### config.mk
export PLATFORM = sky130hd
export DESIGN_NAME = cpu_sideband
export DESIGN_NICKNAME = d
export VERILOG_FILES = /design/src/core/sideband_pkg.sv /design/src/core/sync_bits.sv /design/src/core/cpu_sideband.sv
export SDC_FILE = /design/constraint.sdc
export NUM_CORES = 1
export LEC_CHECK = 0
export BUFFER_PORTS_ARGS = -buffer_cell sky130_fd_sc_hd__buf_4
export CORE_UTILIZATION = 47
export CTS_CLUSTER_SIZE = 40
export DETAILED_ROUTE_END_ITERATION = 16
export PLACE_DENSITY = 0.84
export SYNTH_ARGS = -nofsm -noshare
export SYNTH_HDL_FRONTEND = slang
export SYNTH_SLANG_ARGS = --single-unit
### constraint.sdc
create_clock -name clk_sys -period 3.8 [get_ports clk_sys]
set_clock_uncertainty 0.1 [all_clocks]
set_input_delay 0.76 -clock clk_sys [delete_from_list [all_inputs] [get_ports clk_sys]]
set_output_delay 0.76 -clock clk_sys [all_outputs]
set_load 0.02 [all_outputs]
### src/core/sideband_pkg.sv
package sideband_pkg;
	// bus widths kept by the reversal strap
	localparam int DATA_W = 64;
	localparam int ADDR_HI = 31;
	localparam int ADDR_LO = 3;
	localparam int ADDR_W = ADDR_HI - ADDR_LO + 1;
	localparam int INV_W = 4;
	// synchroniser depth and reset drain bound
	localparam int SYNC_STAGES = 2;
	localparam int RESET_OFF_CLKS = 2;
	// local irq input positions
	localparam int LIRQ_MASKABLE = 0;
	localparam int LIRQ_NONMASK = 1;
	// reset values
	localparam logic LIRQ_CTRL_EN_RST = 1'b1;
	localparam logic REVERSE_RST = 1'b0;

	// lines routed to the core interrupt logic
	typedef struct packed {
		logic maskable_irq;
		logic nonmask_irq;
		logic [1:0] local_irq;
	} irq_route_t;

	// one bus word as seen by the core
	typedef struct packed {
		logic [DATA_W-1:0] data;
		logic [ADDR_W-1:0] addr;
		logic [INV_W-1:0] inv;
	} bus_word_t;

	typedef enum logic [1:0] {
		LOCK_IDLE,
		LOCK_HELD
	} lock_state_t;
endpackage : sideband_pkg

### src/core/sync_bits.sv
`timescale 1ns/1ps
`default_nettype none
// multi-bit level synchroniser; stage one feeds only stage two
module sync_bits #(
	parameter int W = 1
) (
	// clock
	input wire logic clk_sys,
	// async in, synced out
	input wire logic [W-1:0] async_in,
	output logic [W-1:0] sync_out
);
	logic [W-1:0] meta_q;
	logic [W-1:0] sync_q;

	// two flops, the first read by nothing else
	// no reset: a strap must see the pin as it stands when reset goes away
	always_ff @(posedge clk_sys) begin
		meta_q <= async_in;
		sync_q <= meta_q;
	end
	assign sync_out = sync_q;
endmodule : sync_bits
`default_nettype wire

### src/core/cpu_sideband.sv
`timescale 1ns/1ps
`default_nettype none
// How it works
// RQ1 - soft init pulses integer register reset; cache and FP state left alone
// RQ2 - after soft init, execution restarts at configured reset vector
// RQ3 - snoop responses keep flowing while soft init is held
// RQ4 - chipset presents soft init valid with target ready of I/O write; chipset_model drives the pin straight from init_cmd
// RQ5 - soft init high at reset release reverses data, address and invert lines
// RQ6 - irq controller disabled: local irq zero becomes maskable irq
// RQ7 - irq controller disabled: local irq one becomes non-maskable irq
// RQ8 - irq controller enabled after reset; pins act as local irq inputs
// RQ9 - bus lock held from first locked transaction start to last end
// RQ10 - priority agent waits for bus lock deasserted before taking bus
// RQ11 - thermal pin driven active when sensor reports maximum temperature
// RQ12 - thermal control engaged while system holds pin active, if enabled
// RQ13 - async soft init and local irq inputs pass two flip-flop synchroniser
// RQ14 - all outputs released within two clocks of reset asserted
module cpu_sideband (
	// clock and reset
	input wire logic clk_sys,
	input wire logic sys_rst,
	// soft init pin, async
	input wire logic soft_init_n,
	// local irq pins, async
	input wire logic [1:0] local_irq_in,
	// irq controller enable from core software config
	input wire logic cfg_wr,
	input wire logic cfg_lirq_ctrl_en,
	output logic local_irq_controller_en,
	output sideband_pkg::irq_route_t irq_route,
	// core restart control
	output logic int_reg_reset,
	output logic restart_at_vector,
	output logic core_hold,
	// snoop path, kept alive during soft init
	input wire logic snoop_req,
	output logic snoop_ack,
	// bus words and their reversed forms
	input wire sideband_pkg::bus_word_t pin_word,
	output sideband_pkg::bus_word_t core_word,
	output logic reverse_active,
	// locked sequence from core
	input wire logic lock_seq_start,
	input wire logic lock_seq_end,
	output logic bus_lock_n,
	// thermal throttle pin, open drain
	input wire logic temp_max_hit,
	input wire logic thermal_ctrl_en,
	input wire logic thermal_throttle_in_n,
	output logic thermal_throttle_out_n,
	output logic thermal_throttle_oe_n,
	output logic thermal_control_unit_on
);
	logic [2:0] sync_v;
	logic init_s;
	logic [1:0] lirq_s;
	logic init_prev_q;
	logic init_rise;
	logic init_fall;
	logic rst_prev_q;
	logic rst_release;
	logic reverse_q;
	logic lirq_en_q;
	logic int_reset_q;
	logic restart_q;
	logic snoop_ack_q;
	sideband_pkg::bus_word_t word_q;
	sideband_pkg::bus_word_t word_rev;
	sideband_pkg::lock_state_t lock_q;
	sideband_pkg::lock_state_t lock_d;
	logic thermal_drive_q;
	logic thermal_pin_q;
	logic thermal_on_q;

	// async pins synchronised before any use
	sync_bits #(.W(3)) u_sync ( // RQ13
		.clk_sys(clk_sys),
		.async_in({~soft_init_n, local_irq_in}),
		.sync_out(sync_v)
	);
	assign init_s = sync_v[2];
	assign lirq_s = sync_v[1:0] & {2{~sys_rst}}; // RQ14 synchroniser is unreset, so mask here
	assign init_rise = init_s & ~init_prev_q;
	assign init_fall = ~init_s & init_prev_q;
	assign rst_release = rst_prev_q & ~sys_rst;

	// strap caught on the cycle reset goes away; cleared while reset is held
	always_ff @(posedge clk_sys) begin
		rst_prev_q <= sys_rst;
		if (rst_release) begin
			reverse_q <= init_s; // RQ5
		end else if (sys_rst) begin
			reverse_q <= sideband_pkg::REVERSE_RST;
		end
	end

	// init edge tracking; reset forces idle so a held pin restarts cleanly
	always_ff @(posedge clk_sys) begin
		if (sys_rst) begin
			init_prev_q <= 1'b0;
			int_reset_q <= 1'b0;
			restart_q <= 1'b0;
		end else begin
			init_prev_q <= init_s;
			int_reset_q <= init_rise; // RQ1
			restart_q <= init_fall; // RQ2
		end
	end
	assign int_reg_reset = int_reset_q;
	assign restart_at_vector = restart_q;
	assign core_hold = init_prev_q;

	// snoops answered one cycle later whatever init does
	always_ff @(posedge clk_sys) begin
		if (sys_rst) begin
			snoop_ack_q <= 1'b0;
		end else begin
			snoop_ack_q <= snoop_req; // RQ3
		end
	end
	assign snoop_ack = snoop_ack_q;

	// irq controller enable; default on after reset
	always_ff @(posedge clk_sys) begin
		if (sys_rst) begin
			lirq_en_q <= sideband_pkg::LIRQ_CTRL_EN_RST; // RQ8
		end else if (cfg_wr) begin
			lirq_en_q <= cfg_lirq_ctrl_en;
		end
	end
	assign local_irq_controller_en = lirq_en_q;
	assign irq_route.local_irq = lirq_en_q ? lirq_s : 2'h0;
	assign irq_route.maskable_irq = ~lirq_en_q & lirq_s[sideband_pkg::LIRQ_MASKABLE]; // RQ6
	assign irq_route.nonmask_irq = ~lirq_en_q & lirq_s[sideband_pkg::LIRQ_NONMASK]; // RQ7

	// bit reversal of each field in one loop per width
	for (genvar i = 0; i < sideband_pkg::DATA_W; i++) begin : g_d
		assign word_rev.data[i] = pin_word.data[sideband_pkg::DATA_W-1-i];
	end
	for (genvar i = 0; i < sideband_pkg::ADDR_W; i++) begin : g_a
		assign word_rev.addr[i] = pin_word.addr[sideband_pkg::ADDR_W-1-i];
	end
	for (genvar i = 0; i < sideband_pkg::INV_W; i++) begin : g_v
		assign word_rev.inv[i] = pin_word.inv[sideband_pkg::INV_W-1-i];
	end

	// registered word; reversal costs nothing at run time
	always_ff @(posedge clk_sys) begin
		if (sys_rst) begin
			word_q <= '0;
		end else begin
			word_q <= reverse_q ? word_rev : pin_word; // RQ5
		end
	end
	assign core_word = word_q;
	assign reverse_active = reverse_q;

	// lock spans from first start to last end; reset drops it at once
	always_comb begin
		lock_d = lock_q;
		case (lock_q)
			sideband_pkg::LOCK_IDLE: begin
				if (lock_seq_start) lock_d = sideband_pkg::LOCK_HELD;
			end
			sideband_pkg::LOCK_HELD: begin
				if (lock_seq_end) lock_d = sideband_pkg::LOCK_IDLE;
			end
			default: lock_d = sideband_pkg::LOCK_IDLE;
		endcase
	end
	always_ff @(posedge clk_sys) begin
		if (sys_rst) begin
			lock_q <= sideband_pkg::LOCK_IDLE; // RQ14
		end else begin
			lock_q <= lock_d; // RQ9
		end
	end
	assign bus_lock_n = ~(lock_q == sideband_pkg::LOCK_HELD); // RQ10

	// thermal: drive on overheat, follow system drive; own drive excluded
	always_ff @(posedge clk_sys) begin
		if (sys_rst) begin
			thermal_drive_q <= 1'b0;
			thermal_pin_q <= 1'b0;
			thermal_on_q <= 1'b0;
		end else begin
			thermal_drive_q <= temp_max_hit; // RQ11
			thermal_pin_q <= ~thermal_throttle_in_n & ~thermal_drive_q;
			thermal_on_q <= thermal_ctrl_en & (temp_max_hit | thermal_pin_q); // RQ12
		end
	end
	assign thermal_throttle_out_n = 1'b0;
	assign thermal_throttle_oe_n = ~thermal_drive_q; // RQ11
	assign thermal_control_unit_on = thermal_on_q;
endmodule : cpu_sideband
`default_nettype wire

==> impl_metrics.csv, run 1 <==
group,metric,value,unit
place,io_buffers,219,
power_and_ir_drop,pwr-share-comb,0.156,
logic_synthesis,synth_xor_area_frac,0,
power_and_ir_drop,power_report.internal_total,2.49,mW
detailed_routing,drt_iter0_drc,106,
clock_network,clock_sinks,114,
setup_path,crit_arrival,1260,ps
clock_network,hold_buffers,0,
finish,antenna-diode-count,0,
logic_synthesis,postSynthAreaPerCell,11.2,µm²
detailed_routing,routed_via_density,4.74,
timing,layout_worst_path_cycle_share,0.557,
timing,final_max_slew_viol_count,0,
power_and_ir_drop,leakage,2.97,nW
place,post-dp-hpwl,6890,µm
detailed_routing,drt.antenna.violating_nets,0,
setup_path,setup.worst_path.start_class,"primary input",
finish,area_growth_from_synthesis_to_layout,54.7,%
timing,max_slew.worst_pin.slew,1040,ps
die,row_count,33,
power_and_ir_drop,vdd.ir_drop.worst,0.000403,V
setup_path,worst_setup_path_startpoint,"sys_rst",
die,die_width,93.7,µm
job,timing.max_cap.violations,0,
timing,max_freq,0.473,GHz
timing,setup_repair_after_global_routing_missed_its_margin,"no",
setup_path,criticalPathCategory,"in -> out",
logic_synthesis,post_synth_and_or_nand_nor_area_fraction,0.119,
setup_path,cp_data_required_time,2940,ps
finish,finish.cell_count_without_fillers,686,
detailed_routing,dr_drc_count,0,
logic_synthesis,post_synth_instance_area,3950,µm²
logic_synthesis,synth_area_leaders,"dfxtp_1 57%, mux2i_1 24%, nor2_1 9.3%, buf_12 2.0%, buf_4 1.3%",
logic_synthesis,synth.distinct_cells,19,
hold_path,hp-start,"u_sync.meta_q[2]",
timing,final.setup.tns,0,ps
setup_path,crit_path_most_repeated_cell,"buf_4",
logic_synthesis,fraction_of_the_mapped_netlist_area_in_compound_gates,0.00412,
finish,finalCoreUtilization,0.748,
hold_path,timing.hold.worst.class,"reg -> reg",
clock_network,cts_post_setup_buffers_inserted,0,
logic_synthesis,yosys_register_bits,114,
power_and_ir_drop,power.density,539,nW/µm²
global_routing,grt_first_pass_wirelength,14800,µm
clock_network,clock_latency,490,ps
place,globalplace.congestion,0.773,
setup_path,crit_path_cell_trace,"buf_4 -> nor3b_1 -> buf_4",
logic_synthesis,dominant_combinational_cell_family_by_area_after_synthesis,"multiplexers",
finish,final_cell_area,6120,µm²
global_routing,all_layer_global_routing_usage,0.225,
power_and_ir_drop,power,3.29,mW
die,design.core.area,8180,µm²
logic_synthesis,yosys-mux-area-fraction,0.243,
die,initial_core_util,0.483,
clock_network,cts-resized-gates,0,
global_routing,aggregate_global_routing_overflow,0,
setup_path,crit_path_top_delay_cell,"nor3b_1",
global_routing,vias_in_the_first_global_route,3158,
logic_synthesis,synth_top_cell_by_area,"dfxtp_1",
logic_synthesis,synth_adder_area_share,0,
die,fp.dieH,93.7,µm
clock_network,clock_buffer_depth,2,
die,die_area,8780,µm²
setup_path,regToRegStartpoint,"reverse_active",
setup_path,critical_path.endpoint_type,"primary output",
finish,layout.nets,679,
detailed_routing,routed_wire_length_per_instance,14.4,µm
logic_synthesis,synth_enable_flop_cells,1,
run_status,run_status,"finished clean",
timing,slew_headroom,0.307,
power_and_ir_drop,power.switching,0.801,mW
clock_network,tritoncts.num_buffers,17,
finish,post_route_cells_drive_above_1_share,0.432,
logic_synthesis,yosysWarningCount,0,
clock_network,cts_root_buffer,"clkbuf_8",
clock_network,htree_num_levels,4,
logic_synthesis,synth_seq_area_share,0.580,
detailed_routing,dr.pass1.iters,4,
timing,number_of_endpoints_failing_setup_at_the_final_stage,0,
logic_synthesis,async_flop_share,0,
logic_synthesis,synth_commonest_cells,"113 x dfxtp_1, 98 x nor2_1, 96 x mux2i_1",
die,num_io_pins,221,
setup_path,reg2reg_slack,2210,ps
global_routing,grt_antenna_before_repair,0,
place,dp_cells,655,
logic_synthesis,instance_count_of_the_mapped_netlist,353,
timing,hold_violations,0,
logic_synthesis,synth_nets,463,
power_and_ir_drop,share_clk_of_total_power,0.446,
detailed_routing,detailroute.via_count,3255,
logic_synthesis,yosys.area.top_type_share,0.572,
setup_path,cp_max_fo,6,
logic_synthesis,post-synth-top-count-cell,"dfxtp_1",
detailed_routing,wirelength,9860,µm
timing,fin_crit,2120,ps
place,dpl-instance-area,5560,µm²
logic_synthesis,ys_dominant_reg_cell,"dfxtp_1",
setup_path,critical-path-max-stage-delay,190,ps
power_and_ir_drop,swShare,0.243,
clock_network,tritoncts,"yes",
clock_network,clkTransAtPathRegs,50,ps
global_routing,largest_net_degree_at_the_start_of_global_routing,107,
power_and_ir_drop,sequentialPowerShare,0.398,
cells in the final DEF, fill, tap and decap left out:
cell / n
a211o_1: 1
nor2b_1: 6
clkinvlp_4: 3
clkbuf_1: 2
inv_1: 3
clkinv_2: 4
a211oi_1: 1
buf_4: 220
or2_2: 1
and3b_1: 2
mux2i_1: 96
clkbuf_16: 16
buf_12: 1
nor2_1: 98
nor3_1: 1
nor3b_1: 4
edfxtp_1: 1
clkbuf_8: 3
inv_4: 1
conb_1: 1
dfxtp_1: 113
and2_1: 1
bufinv_16: 2
power by group through the flow:
| stage | clock, mW | sequential [mW] | combinational [mW] |
|---|---|---|---|
| global placement | 0 | 1.33 | 0.502 |
| floorplan | 0 | 1.43 | 0.182 |
| CTS | 1.50 | 1.31 | 0.520 |
| finish | 1.47 | 1.31 | 0.515 |
| detailed placement | 0 | 1.33 | 0.517 |
| global route | 1.56 | 1.32 | 0.552 |
area by class of cell:
class                   count  area [µm²]
inverters                   3        11.3
clock buffers              21         449
multi-input cells         212        1450
fillers                   582        2060
repair buffers            221        1670
well taps                 105         131
flip-flops and latches    114        2290
clock inverters            10         109
critical path: cells and delay by family:
kind	cells	cell delay (ps)
buffers and inverters	2	310
and+or+nand+nor	1	190
kinds of logic after synthesis:
logic type | count (synthesis)
AND/OR/NAND/NOR | 113
other | 1
buffers and inverters | 27
flip-flops | 114
AO/OA/AOI/OAI | 2
multiplexers | 96
routing by layer:
metal  routed length [µm]  global-route usage  share of wire
met5                    0                   0              0
met4                  246               0.117          0.025
met3                  739              0.0761          0.075
met2                 5270               0.417           0.53
met1                 3610               0.217           0.37
per-stage QoR:
stage	setup slack (ps)	hold slack [ps]
finish	1680	226
global route	1620	240
CTS	1690	228
detailed placement	1370	216
global placement	1440	210
floorplan	1340	210
state kept, by name, indices dropped and copies added, names as in the netlist:
name / cells
rst_prev_q: 1
thermal_drive_q: 1
snoop_ack: 1
reverse_active: 1
thermal_pin_q: 1
core_word: 97
u_sync.sync_out: 3
int_reg_reset: 1
core_hold: 1
restart_at_vector: 1
lock_q: 1
thermal_control_unit_on: 1
u_sync.meta_q: 3
local_irq_controller_en: 1
worst paths after layout:
| path | to | depth (start not counted) |
|---|---|---|
| worst max-delay path | irq_route[2] | 3 |
| worst max register to register | core_word[6] | 3 |
| worst min register to register | u_sync.sync_out[2] | 0 |
| worst min-delay path | u_sync.sync_out[2] | 0 |
Note: power is estimated with default switching activity, not from simulation.
==> run 2, diff against run 1 <==
--- a/config.mk
+++ b/config.mk
@@ -5,11 +5,12 @@
 export SDC_FILE = /design/constraint.sdc
 export NUM_CORES = 1
 export LEC_CHECK = 0
+export ABC_AREA = 1
 export BUFFER_PORTS_ARGS = -buffer_cell sky130_fd_sc_hd__buf_4
-export CORE_UTILIZATION = 47
+export CORE_UTILIZATION = 41
 export CTS_CLUSTER_SIZE = 40
 export DETAILED_ROUTE_END_ITERATION = 16
-export PLACE_DENSITY = 0.84
+export PLACE_DENSITY = 0.75
 export SYNTH_ARGS = -nofsm -noshare
 export SYNTH_HDL_FRONTEND = slang
 export SYNTH_SLANG_ARGS = --single-unit
==> constraint.sdc (replaced) <==
create_clock -name clk_sys -period 1.9 [get_ports clk_sys]
set_clock_uncertainty 0.1 [all_clocks]
set_input_delay 0.38 -clock clk_sys [delete_from_list [all_inputs] [get_ports clk_sys]]
set_output_delay 0.38 -clock clk_sys [all_outputs]
set_load 0.02 [all_outputs]
==> impl_metrics.csv, run 2 <==
group,metric,value,unit
timing,final_max_slew_viol_count,0,
logic_synthesis,synth_nets,775,
power_and_ir_drop,share_clk_of_total_power,0.427,
clock_network,clock_buffer_depth,2,
place,post-dp-hpwl,7310,µm
logic_synthesis,async_flop_share,0,
power_and_ir_drop,power.density,892,nW/µm²
place,io_buffers,219,
clock_network,htree_num_levels,4,
die,fp.dieH,107,µm
detailed_routing,detailroute.via_count,4731,
finish,mostFrequentLayoutCells,"221 x buf_4, 201 x nor2_1, 199 x nand2_1",
finish,antenna-diode-count,0,
timing,final.setup.tns,0,ps
clock_network,clock_latency,510,ps
logic_synthesis,ys_dominant_reg_cell,"dfxtp_1",
logic_synthesis,synth_top_cell_by_area,"dfxtp_1",
setup_path,crit_path_top_delay_cell,"dfxtp_2",
timing,max_freq,0.549,GHz
setup_path,critical-path-max-stage-delay,370,ps
finish,finalCoreUtilization,0.710,
logic_synthesis,yosys_register_bits,114,
power_and_ir_drop,swShare,0.260,
power_and_ir_drop,power.switching,1.78,mW
global_routing,aggregate_global_routing_overflow,0,
setup_path,critical_path.endpoint_type,"primary output",
finish,layout.nets,1082,
setup_path,cp_data_required_time,1420,ps
timing,hold_violations,0,
clock_network,clkTransAtPathRegs,60,ps
setup_path,setup.worst_path.start_class,"register",
logic_synthesis,synth_seq_area_share,0.505,
logic_synthesis,post-synth-top-count-cell,"nor2_1",
clock_network,tritoncts,"yes",
power_and_ir_drop,vdd.ir_drop.worst,0.000867,V
detailed_routing,dr.pass1.iters,4,
timing,number_of_endpoints_failing_setup_at_the_final_stage,0,
setup_path,crit_path_cell_trace,"inv_1 -> nor3_1 -> buf_4",
power_and_ir_drop,pwr-share-comb,0.188,
die,initial_core_util,0.421,
place,globalplace.congestion,0.766,
setup_path,crit_arrival,1340,ps
place,dpl-instance-area,6140,µm²
power_and_ir_drop,power,6.83,mW
global_routing,vias_in_the_first_global_route,4351,
hold_path,timing.hold.worst.class,"in -> reg",
finish,area_growth_from_synthesis_to_layout,68.7,%
global_routing,all_layer_global_routing_usage,0.225,
logic_synthesis,synth.distinct_cells,12,
logic_synthesis,postSynthAreaPerCell,6.83,µm²
detailed_routing,wirelength,13100,µm
logic_synthesis,post_synth_instance_area,4540,µm²
finish,mostFrequentLayoutCell,"buf_4",
die,die_area,11500,µm²
global_routing,grt_antenna_before_repair,0,
finish,largest_register_ff_count,97,
power_and_ir_drop,leakage,4.24,nW
detailed_routing,drt_iter0_drc,296,
setup_path,criticalPathCategory,"reg -> out",
detailed_routing,routed_via_density,4.21,
logic_synthesis,synth_commonest_cells,"201 x nor2_1, 199 x nand2_1, 113 x dfxtp_1",
die,num_io_pins,221,
finish,final_cell_area,7660,µm²
clock_network,cts_root_buffer,"clkbuf_8",
finish,final.fill_count,835,
die,row_count,38,
timing,layout_worst_path_cycle_share,0.959,
detailed_routing,drt.antenna.violating_nets,0,
die,design.core.area,10800,µm²
global_routing,grt_first_pass_wirelength,19900,µm
clock_network,clock_sinks,114,
logic_synthesis,yosys.area.top_type_share,0.498,
logic_synthesis,synth_enable_flop_cells,1,
setup_path,crit_buf_inv,2,
finish,post_route_cells_drive_above_1_share,0.257,
power_and_ir_drop,sequentialPowerShare,0.385,
timing,setup_repair_after_global_routing_missed_its_margin,"no",
logic_synthesis,yosysWarningCount,0,
detailed_routing,dr_drc_count,0,
power_and_ir_drop,power_report.internal_total,5.05,mW
global_routing,largest_net_degree_at_the_start_of_global_routing,109,
timing,hold-worst-slack,16.5,ps
clock_network,tritoncts.num_buffers,17,
logic_synthesis,instance_count_of_the_mapped_netlist,665,
timing,fin_crit,1820,ps
detailed_routing,routed_wire_length_per_instance,11.6,µm
setup_path,cp_max_fo,5,
job,timing.max_cap.violations,0,
die,die_width,107,µm
setup_path,cp_top_family,"flip-flops",
run_status,run_status,"finished clean",
logic_synthesis,synth_area_leaders,"dfxtp_1 50%, nor2_1 17%, nand2_1 16%, inv_1 8.9%, buf_6 5.0%",
run 2: timing repair:
item / CTS / global route
setup endpoints to repair: 0 / 2
setup buffers: 0 / 0
gates resized for setup: 0 / 2
endpoints found under the hold margin: 93 / 1
hold buffers: 96 / 1
run 2: through the flow:
| step | std cells | worst slack [ps] |
|---|---|---|
| global placement | 996 | 481 |
| global route | 1124 | 22.0 |
| finish | 1124 | 78.5 |
| detailed placement | 996 | 475 |
| floorplan | 665 | 361 |
| CTS | 1123 | 41.4 |
run 2: path summary, 6_finish.rpt:
kind / from / endpoint / slack (ps) / depth (start not counted)
max: local_irq_controller_en / irq_route[0] / 80 / 3
min: pin_word[65] / core_word[65] / 20 / 3
max reg2reg: reverse_active / core_word[75] / 580 / 4
min reg2reg: u_sync.meta_q[2] / u_sync.sync_out[2] / 230 / 0
run 2: tightest hold or removal path, stage by stage:
cell    delay [ps]
buf_4           80
nor2_1          30
nor2_1          90
run 2: routing by layer:
metal	track usage	vias up	wire [µm]
met5	0	-	0
met4	0.0871	0	175
met3	0.0851	15	1050
met2	0.410	182	6720
met1	0.231	2038	5140
li1	-	2496	-
run 2: power groups by stage:
stage / Combinational [mW] / Clock [mW] / Sequential (mW)
floorplan: 0.411 / 0 / 2.88
global placement: 1.09 / 0 / 2.67
detailed placement: 1.10 / 0 / 2.68
CTS: 1.26 / 2.95 / 2.63
global route: 1.39 / 3.08 / 2.64
finish: 1.28 / 2.92 / 2.63
run 2: cell families after synthesis:
logic type             Yosys count  synth area share
other                            1          0.000826
AND/OR/NAND/NOR                408             0.340
flip-flops                     114             0.505
buffers and inverters          142             0.155
run 2: final cells by class:
cell class,count,area (µm²),share of cell area
Clock buffer,26,488,0.0637
Sequential cell,114,2290,0.299
Inverter,109,409,0.0534
Timing Repair Buffer,321,2690,0.351
Clock inverter,5,52.6,0.00686
Tap cell,140,175,0.0229
Multi-Input combinational cell,409,1550,0.202
